[src/rtl/acc_stack_pkg.sv]
// shared widths, encodings and reset values for the accumulator and stack load unit
package acc_stack_pkg;
  localparam int ACC_W = 32;
  localparam int WORD_W = 16;
  localparam int STACK_DEPTH = 8;
  localparam int CNT_W = 6;
  localparam int OCT_DIGITS = 8;
  localparam int OCT_W = 3 * OCT_DIGITS;
  localparam logic [ACC_W-1:0] ACC_RESET = 32'h0000_0000;
  localparam logic [ACC_W-1:0] STACK_RESET = 32'h0000_0000;
  localparam logic [WORD_W-1:0] WORD_ZERO = 16'h0000;
  localparam logic [WORD_W-1:0] WORD_STEP = 16'h0001;
  localparam logic [CNT_W-1:0] BITS_MIN = 6'h01;
  localparam logic [CNT_W-1:0] BITS_MAX = 6'h20;
  localparam logic [CNT_W-1:0] CNT_ZERO = 6'h00;
  localparam logic [CNT_W-1:0] CNT_STEP = 6'h01;

  typedef enum logic [3:0] {
    op_nop = 4'h0,
    load_word_op = 4'h1,
    load_double_op = 4'h2,
    load_address_op = 4'h3,
    load_bitfield_op = 4'h4,
    store_word_op = 4'h5,
    store_double_op = 4'h6,
    pop_op = 4'h7,
    manip_word_op = 4'h8,
    manip_double_op = 4'h9
  } op_t;

  typedef enum logic [1:0] {
    src_const = 2'h0,
    src_mem = 2'h1,
    src_ptr = 2'h2
  } src_t;

  typedef enum logic [2:0] {
    st_idle = 3'h0,
    st_ptr = 3'h1,
    st_lo = 3'h2,
    st_hi = 3'h3,
    st_bits = 3'h4,
    st_exec = 3'h5,
    st_wr_hi = 3'h6
  } state_t;
endpackage

[src/rtl/acc_stack_load_unit.sv]
// accumulator, eight-level stack, load and output sequencing
`timescale 1ns/1ps
//
// Contract
// RL1: 32-bit accumulator, 16-bit words, pairs for doubles
// RL2: manipulation leaves only its result
// RL3: double manipulation operand spans two words
// RL4: later loads push old accumulator first
// RL5: output cancels the pending push
// RL6: push shifts all levels down one
// RL7: eight stack levels of 32 bits
// RL8: eighth level lost on overflow push
// RL9: pop takes top, shifts stack up
// RL10: pointer word is the operand's address
// RL11: load address converts octal to binary
// RL12: word load zeroes upper half
// RL13: double load fills whole accumulator
// RL14: every load updates load-zero flag
// RL15: bit-field load gathers bits from bit zero
// RL16: bits above count cleared
// RL17: accumulator cleared at end of scan
// RL18: word output writes low half
// RL19: pop updates result-zero flag
// RL20: stack resets to zero, empty pop gives zero
module acc_stack_load_unit
  import acc_stack_pkg::*;
(
  input wire logic ref_clk,
  input wire logic rst,
  input wire logic op_valid,
  output logic op_ready,
  input wire acc_stack_pkg::op_t op_code,
  input wire acc_stack_pkg::src_t op_src,
  input wire logic [acc_stack_pkg::WORD_W-1:0] op_addr,
  input wire logic [acc_stack_pkg::ACC_W-1:0] op_const,
  input wire logic [acc_stack_pkg::CNT_W-1:0] op_bits,
  input wire logic end_of_scan,
  output logic op_done,
  output logic mem_rd_en,
  output logic [acc_stack_pkg::WORD_W-1:0] mem_rd_addr,
  input wire logic [acc_stack_pkg::WORD_W-1:0] mem_rd_data,
  output logic mem_wr_en,
  output logic [acc_stack_pkg::WORD_W-1:0] mem_wr_addr,
  output logic [acc_stack_pkg::WORD_W-1:0] mem_wr_data,
  output logic bit_rd_en,
  output logic [acc_stack_pkg::WORD_W-1:0] bit_rd_addr,
  input wire logic bit_rd_data,
  output logic alu_req,
  output logic [acc_stack_pkg::ACC_W-1:0] alu_a,
  output logic [acc_stack_pkg::ACC_W-1:0] alu_b,
  input wire logic [acc_stack_pkg::ACC_W-1:0] alu_result,
  output logic [acc_stack_pkg::ACC_W-1:0] acc,
  output logic [acc_stack_pkg::ACC_W-1:0] stack_top,
  output logic load_zero_flag,
  output logic result_zero_flag
);
  import acc_stack_pkg::*;

  state_t state, next_state;
  op_t op, next_op;
  logic [WORD_W-1:0] addr, next_addr;
  logic [ACC_W-1:0] operand, next_operand;
  logic [CNT_W-1:0] bit_cnt, next_bit_cnt;
  logic [CNT_W-1:0] bit_idx, next_bit_idx;
  logic [ACC_W-1:0] next_acc;
  logic loaded, next_loaded;
  logic next_load_zero_flag, next_result_zero_flag;
  logic next_op_done;
  logic next_mem_rd_en, next_mem_wr_en, next_bit_rd_en;
  logic [WORD_W-1:0] next_mem_rd_addr, next_mem_wr_addr, next_mem_wr_data, next_bit_rd_addr;
  logic [ACC_W-1:0] stack_q [STACK_DEPTH];
  logic [OCT_W-1:0] oct_bin;
  logic [ACC_W-1:0] load_value;
  logic is_load, is_double, push, pop;

  // level 0 is the top; the bottom refills with zero so an empty pop yields zero
  for (genvar i = 0; i < STACK_DEPTH; i++)
  begin : g_level
    stack_level u_level (
      .ref_clk(ref_clk),
      .rst(rst),
      .push(push),
      .pop(pop),
      .from_above((i == 0) ? acc : stack_q[(i == 0) ? 0 : i - 1]), // [RL6] [RL7]
      .from_below((i == STACK_DEPTH - 1) ? STACK_RESET : stack_q[(i == STACK_DEPTH - 1) ? i : i + 1]), // [RL8] [RL20]
      .value(stack_q[i])
    );
  end

  octal_to_bin u_oct (
    .digits(operand),
    .value(oct_bin)
  );

  assign stack_top = stack_q[0];
  assign op_ready = (state == st_idle) && !end_of_scan;
  assign alu_req = (state == st_exec) && ((op == manip_word_op) || (op == manip_double_op));
  assign alu_a = acc;
  assign alu_b = operand; // [RL3]
  assign is_load = (op == load_word_op) || (op == load_double_op) || (op == load_address_op)
                   || (op == load_bitfield_op);
  assign is_double = (op == load_double_op) || (op == manip_double_op);
  assign push = (state == st_exec) && is_load && loaded; // [RL4] [RL5]
  assign pop = (state == st_exec) && (op == pop_op); // [RL9]
  assign load_value = (op == load_address_op) ? {{(ACC_W - OCT_W){1'b0}}, oct_bin} : operand; // [RL11]

  always_comb
  begin
    next_state = state;
    next_op = op;
    next_addr = addr;
    next_operand = operand;
    next_bit_cnt = bit_cnt;
    next_bit_idx = bit_idx;
    next_acc = acc;
    next_loaded = loaded;
    next_load_zero_flag = load_zero_flag;
    next_result_zero_flag = result_zero_flag;
    next_op_done = 1'b0;
    next_mem_rd_en = 1'b0;
    next_mem_rd_addr = mem_rd_addr;
    next_mem_wr_en = 1'b0;
    next_mem_wr_addr = mem_wr_addr;
    next_mem_wr_data = mem_wr_data;
    next_bit_rd_en = 1'b0;
    next_bit_rd_addr = bit_rd_addr;
    case (state)
      st_idle:
      begin
        if (end_of_scan)
        begin
          next_acc = ACC_RESET; // [RL17]
          next_loaded = 1'b0;
        end
        else if (op_valid)
        begin
          next_op = op_code;
          next_addr = op_addr;
          next_operand = ACC_RESET;
          next_bit_idx = CNT_ZERO;
          if (op_bits == CNT_ZERO)
          begin
            next_bit_cnt = BITS_MIN;
          end
          else if (op_bits > BITS_MAX)
          begin
            next_bit_cnt = BITS_MAX;
          end
          else
          begin
            next_bit_cnt = op_bits;
          end
          if (op_code == load_bitfield_op)
          begin
            next_bit_rd_en = 1'b1; // [RL15]
            next_bit_rd_addr = op_addr;
            next_state = st_bits;
          end
          else if ((op_code == pop_op) || (op_code == load_address_op) || (op_code == op_nop))
          begin
            next_operand = op_const;
            next_state = st_exec;
          end
          else if (op_src == src_ptr)
          begin
            next_mem_rd_en = 1'b1;
            next_mem_rd_addr = op_addr;
            next_state = st_ptr;
          end
          else if ((op_code == store_word_op) || (op_code == store_double_op))
          begin
            next_state = st_exec;
          end
          else if (op_src == src_const)
          begin
            if ((op_code == load_double_op) || (op_code == manip_double_op))
            begin
              next_operand = op_const; // [RL13]
            end
            else
            begin
              next_operand = {WORD_ZERO, op_const[WORD_W-1:0]}; // [RL12]
            end
            next_state = st_exec;
          end
          else
          begin
            next_mem_rd_en = 1'b1;
            next_mem_rd_addr = op_addr;
            next_state = st_lo;
          end
        end
      end
      st_ptr:
      begin
        if (!mem_rd_en)
        begin
          next_addr = mem_rd_data; // [RL10]
          if ((op == store_word_op) || (op == store_double_op))
          begin
            next_state = st_exec;
          end
          else
          begin
            next_mem_rd_en = 1'b1;
            next_mem_rd_addr = mem_rd_data;
            next_state = st_lo;
          end
        end
      end
      st_lo:
      begin
        if (!mem_rd_en)
        begin
          next_operand = {WORD_ZERO, mem_rd_data}; // [RL12]
          if (is_double)
          begin
            next_mem_rd_en = 1'b1;
            next_mem_rd_addr = addr + WORD_STEP; // [RL1]
            next_state = st_hi;
          end
          else
          begin
            next_state = st_exec;
          end
        end
      end
      st_hi:
      begin
        if (!mem_rd_en)
        begin
          next_operand = {mem_rd_data, operand[WORD_W-1:0]}; // [RL13]
          next_state = st_exec;
        end
      end
      st_bits:
      begin
        if (!bit_rd_en)
        begin
          next_operand[bit_idx[4:0]] = bit_rd_data; // [RL15] [RL16]
          if (bit_idx == bit_cnt - CNT_STEP)
          begin
            next_state = st_exec;
          end
          else
          begin
            next_bit_idx = bit_idx + CNT_STEP;
            next_bit_rd_en = 1'b1;
            next_bit_rd_addr = addr + {{(WORD_W - CNT_W){1'b0}}, bit_idx + CNT_STEP};
          end
        end
      end
      st_exec:
      begin
        next_state = st_idle;
        next_op_done = 1'b1;
        if (is_load)
        begin
          next_acc = load_value; // [RL4]
          next_loaded = 1'b1;
          next_load_zero_flag = (load_value == ACC_RESET); // [RL14]
        end
        else if (alu_req)
        begin
          next_acc = alu_result; // [RL2]
          next_result_zero_flag = (alu_result == ACC_RESET);
        end
        else if (op == pop_op)
        begin
          next_acc = stack_q[0]; // [RL9]
          next_result_zero_flag = (stack_q[0] == ACC_RESET); // [RL19]
        end
        else if ((op == store_word_op) || (op == store_double_op))
        begin
          next_loaded = 1'b0; // [RL5]
          next_mem_wr_en = 1'b1;
          next_mem_wr_addr = addr;
          next_mem_wr_data = acc[WORD_W-1:0]; // [RL18]
          if (op == store_double_op)
          begin
            next_op_done = 1'b0;
            next_state = st_wr_hi;
          end
        end
      end
      st_wr_hi:
      begin
        next_mem_wr_en = 1'b1;
        next_mem_wr_addr = addr + WORD_STEP; // [RL1]
        next_mem_wr_data = acc[ACC_W-1:WORD_W];
        next_op_done = 1'b1;
        next_state = st_idle;
      end
      default:
      begin
        next_state = st_idle;
      end
    endcase
  end

  always_ff @(posedge ref_clk)
  begin
    if (rst)
    begin
      state <= st_idle;
      op <= op_nop;
      addr <= WORD_ZERO;
      operand <= ACC_RESET;
      bit_cnt <= BITS_MIN;
      bit_idx <= CNT_ZERO;
      acc <= ACC_RESET;
      loaded <= 1'b0;
      load_zero_flag <= 1'b0;
      result_zero_flag <= 1'b0;
      op_done <= 1'b0;
      mem_rd_en <= 1'b0;
      mem_rd_addr <= WORD_ZERO;
      mem_wr_en <= 1'b0;
      mem_wr_addr <= WORD_ZERO;
      mem_wr_data <= WORD_ZERO;
      bit_rd_en <= 1'b0;
      bit_rd_addr <= WORD_ZERO;
    end
    else
    begin
      state <= next_state;
      op <= next_op;
      addr <= next_addr;
      operand <= next_operand;
      bit_cnt <= next_bit_cnt;
      bit_idx <= next_bit_idx;
      acc <= next_acc;
      loaded <= next_loaded;
      load_zero_flag <= next_load_zero_flag;
      result_zero_flag <= next_result_zero_flag;
      op_done <= next_op_done;
      mem_rd_en <= next_mem_rd_en;
      mem_rd_addr <= next_mem_rd_addr;
      mem_wr_en <= next_mem_wr_en;
      mem_wr_addr <= next_mem_wr_addr;
      mem_wr_data <= next_mem_wr_data;
      bit_rd_en <= next_bit_rd_en;
      bit_rd_addr <= next_bit_rd_addr;
    end
  end

  // checker helper kept apart from the pending-push flag, so a broken flag still trips the check below
  logic after_out, next_after_out;

  always_comb
  begin
    next_after_out = after_out;
    if ((state == st_exec) && is_load)
    begin
      next_after_out = 1'b0;
    end
    else if ((state == st_exec) && ((op == store_word_op) || (op == store_double_op)))
    begin
      next_after_out = 1'b1;
    end
  end

  always_ff @(posedge ref_clk)
  begin
    if (rst)
    begin
      after_out <= 1'b0;
    end
    else
    begin
      after_out <= next_after_out;
    end
  end
endmodule

[src/rtl/octal_to_bin.sv]
// converts nibble-coded octal digits into a binary value
`timescale 1ns/1ps
module octal_to_bin
  import acc_stack_pkg::*;
(
  input wire logic [4*acc_stack_pkg::OCT_DIGITS-1:0] digits,
  output logic [acc_stack_pkg::OCT_W-1:0] value
);
  // bit 3 of every nibble is ignored: an octal digit never exceeds 7
  for (genvar i = 0; i < OCT_DIGITS; i++)
  begin : g_digit
    assign value[3*i +: 3] = digits[4*i +: 3];
  end
endmodule

[src/rtl/stack_level.sv]
// one level of the push-down accumulator stack
`timescale 1ns/1ps
module stack_level
  import acc_stack_pkg::*;
(
  input wire logic ref_clk,
  input wire logic rst,
  input wire logic push,
  input wire logic pop,
  input wire logic [acc_stack_pkg::ACC_W-1:0] from_above,
  input wire logic [acc_stack_pkg::ACC_W-1:0] from_below,
  output logic [acc_stack_pkg::ACC_W-1:0] value
);
  logic [ACC_W-1:0] next_value;

  always_comb
  begin
    next_value = value;
    if (push)
    begin
      next_value = from_above;
    end
    else if (pop)
    begin
      next_value = from_below;
    end
  end

  always_ff @(posedge ref_clk)
  begin
    if (rst)
    begin
      value <= STACK_RESET;
    end
    else
    begin
      value <= next_value;
    end
  end
endmodule

[config.mk]
export PLATFORM = sky130hd
export DESIGN_NAME = acc_stack_load_unit
export DESIGN_NICKNAME = d
export VERILOG_FILES = /design/src/rtl/acc_stack_pkg.sv /design/src/rtl/acc_stack_load_unit.sv /design/src/rtl/octal_to_bin.sv /design/src/rtl/stack_level.sv
export SDC_FILE = /design/constraint.sdc
export NUM_CORES = 1
export LEC_CHECK = 0
export BUFFER_PORTS_ARGS = -buffer_cell sky130_fd_sc_hd__buf_2
export CAP_MARGIN = 20
export CORE_ASPECT_RATIO = 1.4
export CORE_UTILIZATION = 46
export CTS_CLUSTER_DIAMETER = 80
export DETAILED_ROUTE_END_ITERATION = 10
export GPL_ROUTABILITY_DRIVEN = 0
export PLACE_DENSITY_LB_ADDON = 0.25
export SYNTH_ARGS = -nofsm -noshare
export SYNTH_HDL_FRONTEND = slang
export SYNTH_SLANG_ARGS = --single-unit
[constraint.sdc]
create_clock -name ref_clk -period 2.73 [get_ports ref_clk]
set_input_delay 0.1365 -clock ref_clk [delete_from_list [all_inputs] [get_ports ref_clk]]
set_output_delay 0.1365 -clock ref_clk [all_outputs]
set_load 0.01 [all_outputs]
==> results of run 1 <==
## cell type report
type / instances / area [um2]
fillers: 4195 / 19800
multi-input cells: 2010 / 11300
flip-flops and latches: 426 / 8530
repair buffers: 485 / 3260
clock buffers: 64 / 1210
well taps: 611 / 764
clock inverters: 7 / 143
inverters: 18 / 67.6
diodes: 3 / 7.51
## logic make-up (layout without fill, tap and decap cells)
group,after synthesis,count (layout),synth area share (%)
other cells,0,3,0
flops,426,426,40.5
xor+xnor,52,52,2.16
fa+ha+maj,14,14,0.867
buf+inv,306,574,6.28
mux,64,64,3.21
compound gates,605,605,21.9
simple gates,1275,1275,25.1
## registers in the layout (all words and copies together), names as in the netlist, 3 cells and up
register / cells
mem_rd_addr: 16
state: 3
op: 4
g_level.u_level.value: 256
bit_idx: 6
mem_wr_data: 16
bit_rd_addr: 16
acc: 32
alu_b: 32
mem_wr_addr: 16
bit_cnt: 6
addr: 16
## where the power goes
group | internal (W) | total (W) | switching, W
registers | 0.00681 | 0.00773 | 0.000921
logic | 0.00239 | 0.00612 | 0.00374
clock network | 0.00329 | 0.00592 | 0.00263
total | 0.0125 | 0.0198 | 0.00729
## through the flow
stage	hold slack (ns)	power, W	setup TNS (ns)	util (%)	instances
5_1_grt	0.0275	0.0206	-0.0256	56.1	3622
3_3_place_gp	0.392	0.0134	0	51.1	3467
4_1_cts	0.000749	0.0196	0	56.0	3621
3_5_place_dp	0.406	0.0136	0	51.2	3468
2_1_floorplan	0.248	0.0113	0	-	2742
6_report	0.0220	0.0198	0	56.1	3624
## path summary, 6_finish.rpt
kind | startpoint | end | slack [ns] | cells after the start
min | op_const[23] | alu_b[23]$_SDFFE_PP0P_ | 0.02 | 3
max reg2reg | state[0]$_SDFFE_PP0P_ | alu_b[30]$_SDFFE_PP0P_ | 0.12 | 8
min reg2reg | g_level[6].u_level.value[18]$_SDFFE_PP0P_ | g_level[7].u_level.value[18]$_SDFFE_PP0P_ | 0.44 | 2
max | state[0]$_SDFFE_PP0P_ | alu_b[30]$_SDFFE_PP0P_ | 0.12 | 8
## per-layer routing
layer  track usage, %  vias up  part of all wire, %
li1                 -    10200                    -
met2             51.1     1061                   47
met1             36.2    10300                   37
met5                0        -                0.030
met3             5.83      313                  8.0
met4             22.8        4                  7.7
## worst reg2reg max path, delay by kind of cell, from the launching register on
kind	cells	cell delay (ns)
buf+inv	3	1.02
simple gates	3	0.82
compound gates	2	0.36
flops	1	0.34
## synth_stat cells (30+ instances only)
cell type,number,area (um2)
a211oi_1,67,503
a21oi_1,121,606
a22oi_1,37,278
a311oi_1,230,2010
buf_4,33,248
clkbuf_1,215,807
dfxtp_1,426,8530
mux2i_1,36,360
nand2_1,677,2540
nand3_1,75,375
nor2_1,372,1400
nor3_1,34,170
nor4_1,30,188
o21ai_0,36,180
xnor2_1,35,307
## timing repair
| item | CTS | global route |
|---|---|---|
| hold buffers | 82 | 0 |
| hold endpoints to repair | 101 | 0 |
| gates resized for setup | 0 | 9 |
| endpoints found under the setup margin | 0 | 10 |
==> results.md, run 1 <==
- Syn Std Cell Area: 21100 um2
- Mapped Cells: 2742
- CP max-delay cell: dlygate4sd3_1
- Final Hold Viols: 0
- Clk slew on worst S/H paths: 0.07 ns
- Root Buffer: clkbuf_16
- Share of layout cells above drive strength 1: 17.5%
- Final worst slack: 0.116 ns
- Initial core utilization: 46.7%
- RSZ-0062 raised after global routing: true
- Clock Sink Count: 426
- DRC Markers: 0
- Leakage dissipation: 9.69 nW
- EDFF count, synth: 0
- DPL Wire Length: 51900 um
- Critical-path cell list: buf_4 > or2_1 > or2_2 > o21ai_2 > buf_8 > nor2_1 > a311oi_1 > dlygate4sd3_1
- Setup repair bufs after CTS: 0
- Slew headroom: 49.6%
- PD cells: 782 nW/um2
- Cell family with most CP delay: buffers and inverters
- Cell row count: 92
- Max VDD drop: 0.662 mV
- Min-Delay Path Class: in -> reg
- Total of max-cap violations: 0
- Crit path DAT: 3.14 ns
- H-tree levels: 2
- Vias/cell: 6.05
- Period minus WS final: 2.61 ns
- F_max: 383 MHz
- Max Clock Skew: 0.0622 ns
- Core area: 45100 um2
- Synthesis-to-layout area growth: 20.1%
- DRT antenna net count: 0
- Critical Path RT: 3.26 ns
- Dominant synthesized flop cell: dfxtp_1
- Final WL: 75400 um
- Netlist cell types: 71
- Max stage delay on crit path: 0.59 ns
- Dpl ws: 0.0533 ns
- Worst-Margin Slew: 0.756 ns
- Finished Cell Area: 25300 um2
- Most frequent cells in the layout: nand2_1 (675), dfxtp_1 (426), nor2_1 (369), buf_2 (311), a311oi_1 (230)
- Area of placed instances: 23100 um2
- Register bit total from synthesis: 426
- First-pass GRT wire length: 114000 um
- Die area: 46700 um2
- Vert. Die Dim: 255 um
- CP Class: reg -> reg
- Seq/Total Area, Yosys: 40.5%
- Drt first pass iters: 7
- CP startpoint kind: flip-flop
- Worst path bufs/invs: 3
- Die Span X: 183 um
- Nets: 3111
- Most common cell after layout, fill and taps aside: nand2_1
- Gr usage total: 31.1%
- IO buf count: 312
- # IOs: 313
- Mean post-synth cell area: 7.68 um2
- Wire length per cell: 20.8 um
- Worst-Skew Late Latency: 0.59 ns
- Setup crit end kind: flip-flop
- CP Max Fanout: 32
- Mapped Nets: 2869
- Status: complete, no violations
- Slew Viols, Final: 0
- CTS tree: done
- Synth Warn #: 0
- Final setup vio count: 0
- Global route overflow: 0
- Synth async-reset ratio: 0%
- Vias in the first global route: 20200
- CTS max path bufs: 3
- Iteration-0 DRC Markers: 2272
- Largest net degree at the start of global routing: 156
- Crit share post-route: 95.7%
- Initial antenna violation count: 3
- Vias: 21900
- Number of buffers created by CTS: 43
No activity file was read; power rests on OpenSTA's default activity.
==> run 2: changes to the inputs <==
PLACE_DENSITY = 0.69   (was default)
PLACE_DENSITY_LB_ADDON = default   (was 0.25)
==> run 2 against run 1 <==
Effect of this change: the run now ends with hold timing left; non-clock buffer count fell by 21; combinational power rose by 3%; global-route usage rose by 0.12 points; first-iteration DRC count rose by 12%; via count barely moved; core utilization barely moved.
==> results.md, run 2 (synthesized netlist as in run 1, its figures left out) <==
- CP Class: reg -> reg (unchanged)
- Area of placed instances: 23000 um2 (was 23100 um2)
- Die area: 46700 um2 (unchanged)
- Number of buffers created by CTS: 43 (unchanged)
- Nets: 3090 (was 3111)
- Wire length per cell: 21.0 um (was 20.8 um)
- Worst-Skew Late Latency: 0.58 ns (was 0.59 ns)
- DPL Wire Length: 50800 um (was 51900 um)
- Global route overflow: 0 (unchanged)
- Failing checks: hold timing
- Gr usage total: 31.2% (was 31.1%)
- H-tree levels: 2 (unchanged)
- Vias/cell: 6.07 (was 6.05)
- Crit share post-route: 95.5% (was 95.7%)
- Iteration-0 DRC Markers: 2550 (was 2272)
- CTS max path bufs: 3 (unchanged)
- Share of layout cells above drive strength 1: 17.9% (was 17.5%)
- Finished Cell Area: 25300 um2 (about the same)
- Drt first pass iters: 9 (was 7)
- Final Hold Viols: 2 (was 0)
- CP startpoint kind: flip-flop (unchanged)
- Max Clock Skew: 0.0232 ns (was 0.0622 ns)
- Slew Viols, Final: 0 (unchanged)
- Worst-Margin Slew: 1.13 ns (was 0.756 ns)
- DRT antenna net count: 0 (unchanged)
- Final Power: 0.0204 W (was 0.0198 W)
- Seq. cell area: 8530 um2 (about the same)
- F_max: 384 MHz (was 383 MHz)
- Initial antenna violation count: 3 (unchanged)
- DRC Markers: 0 (unchanged)
- Most frequent cells in the layout: nand2_1 (675), dfxtp_1 (425), nor2_1 (370), buf_2 (311), a311oi_1 (230) (was nand2_1 (675), dfxtp_1 (426), nor2_1 (369), buf_2 (311), a311oi_1 (230))
- # IOs: 313 (unchanged)
- Hold slack: -0.00663 ns (was 0.0220 ns)
- Largest net degree at the start of global routing: 224 (was 156)
- Min-Delay Path Class: in -> reg (unchanged)
- Max FFs per register: 256 (unchanged)
- Max VDD drop: 0.592 mV (was 0.662 mV)
- Clk slew on worst S/H paths: 0.06 ns (was 0.07 ns)
- Final WL: 75900 um (was 75400 um)
- Dpl ws: 0.0117 ns (was 0.0533 ns)
- Leakage dissipation: 9.67 nW (was 9.69 nW)
- CP Max Fanout: 5 (was 32)
- Most common cell after layout, fill and taps aside: nand2_1 (unchanged)
- Clock Sink Count: 426 (unchanged)
- Clk network pwr share: 30.9% (was 30.0%)
- Root Buffer: clkbuf_16 (unchanged)
- Period minus WS final: 2.61 ns (about the same)
- Fill cell count: 4123 (was 4195)
- Comb pwr share: 30.8% (was 31.0%)
- Cell row count: 92 (unchanged)
- Total of max-cap violations: 0 (unchanged)
- Vias in the first global route: 20000 (was 20200)
- Multi-input gate area: 11300 um2 (about the same)
- Status: finished with violations (was complete, no violations)
- Synthesis-to-layout area growth: 20.0% (was 20.1%)
- Slew headroom: 24.3% (was 49.6%)
- Die Span X: 183 um (unchanged)
- Vert. Die Dim: 255 um (unchanged)
- PD cells: 805 nW/um2 (was 782 nW/um2)
- IO buf count: 312 (unchanged)
- Most flops, register: g_level.u_level.value (unchanged)
- Dpl cells: 3453 (was 3468)
- Core area: 45100 um2 (unchanged)
- First-pass GRT wire length: 114000 um (about the same)
- Vias: 21900 (about the same)
- Fin cells: 3610 (was 3624)
- Setup crit end kind: flip-flop (unchanged)
- Final worst slack: 0.124 ns (was 0.116 ns)
- Crit path DAT: 3.11 ns (was 3.14 ns)
- CTS tree: done (unchanged)
- Internal power: 0.0129 W (was 0.0125 W)
- Final setup vio count: 0 (unchanged)
- Initial core utilization: 46.7% (unchanged)
- Switching share of total power: 36.7% (was 36.9%)
- Net Switching: 0.00748 W (was 0.00729 W)
- Reg power frac: 38.2% (was 39.1%)
- Critical Path RT: 3.23 ns (was 3.26 ns)
[run 2: cell count changes in the layout (fill, tap and decap cells not counted), sizes merged]
cell and delta:
buf -13, diode +1, dlygate4sd3 -9, inv +2, bufinv +2, clkinvlp +3
clkinv +5, clkbuf -5
[run 2: stage by stage]
step | utilization, % | TNS (ns)
after floorplan | - | 0
after global placement | 50.9 | 0
after detailed placement | 50.9 | 0
after CTS | 55.8 | 0
after global routing | 56.0 | -0.0272
final | 56.0 | 0
[run 2: what timing repair did]
action,4_1_cts,5_1_grt
pin swaps,0,1
hold buffers,73,0
hold endpoints to repair,84,0
gates cloned,0,1
buffers inserted,0,2
gates resized for setup,1,14
endpoints found under the setup margin,2,9
[run 2: power by group through the flow]
stage / Clock (W) / Sequential [W] / Combinational [W]
final: 0.00630 / 0.00779 / 0.00628
after global routing: 0.00658 / 0.00782 / 0.00669
after CTS: 0.00634 / 0.00771 / 0.00589
after detailed placement: 0 / 0.00784 / 0.00573
after global placement: 0 / 0.00783 / 0.00559
after floorplan: 0 / 0.00760 / 0.00373
[run 2: layer usage]
layer  vias up  global-route usage, %  wire length, um
met5         -                      0                0
li1      10200                      -                -
met4         0                   23.3             6130
met1     10300                   36.7            28400
met2      1126                   49.8            34600
met3       311                   7.03             6750
[run 2: path summary, 6_finish.rpt]
kind / from / endpoint / slack (ns) / cells after the start
worst max register to register: bit_idx[0]$_SDFFE_PP0P_ / bit_rd_addr[12]$_SDFFE_PP0P_ / 0.12 / 10
worst max-delay path: bit_idx[0]$_SDFFE_PP0P_ / bit_rd_addr[12]$_SDFFE_PP0P_ / 0.12 / 10
worst min-delay path: op_const[5] / alu_b[5]$_SDFFE_PP0P_ / -0.007 / 3
worst min register to register: bit_rd_addr[0]$_SDFFE_PP0P_ / bit_rd_addr[0]$_SDFFE_PP0P_ / 0.46 / 2
[run 2: area by class of cell]
class,instances,share of cell area (%)
inverters,18,0.267
diodes,4,0.0396
clock inverters,19,0.960
well taps,611,3.02
repair buffers,464,12.3
clock buffers,58,4.91
multi-input cells,2010,44.8
flip-flops and latches,426,33.7
[run 2: critical path, stage by stage, from the launching register on]
cell,delay [ns]
dfxtp_1,0.39
inv_1,0.10
ha_1,0.32
inv_1,0.08
fa_1,0.45
nor2b_2,0.18
o31ai_2,0.12
a2111oi_2,0.35
xnor2_1,0.10
a211o_1,0.32
a21oi_2,0.13
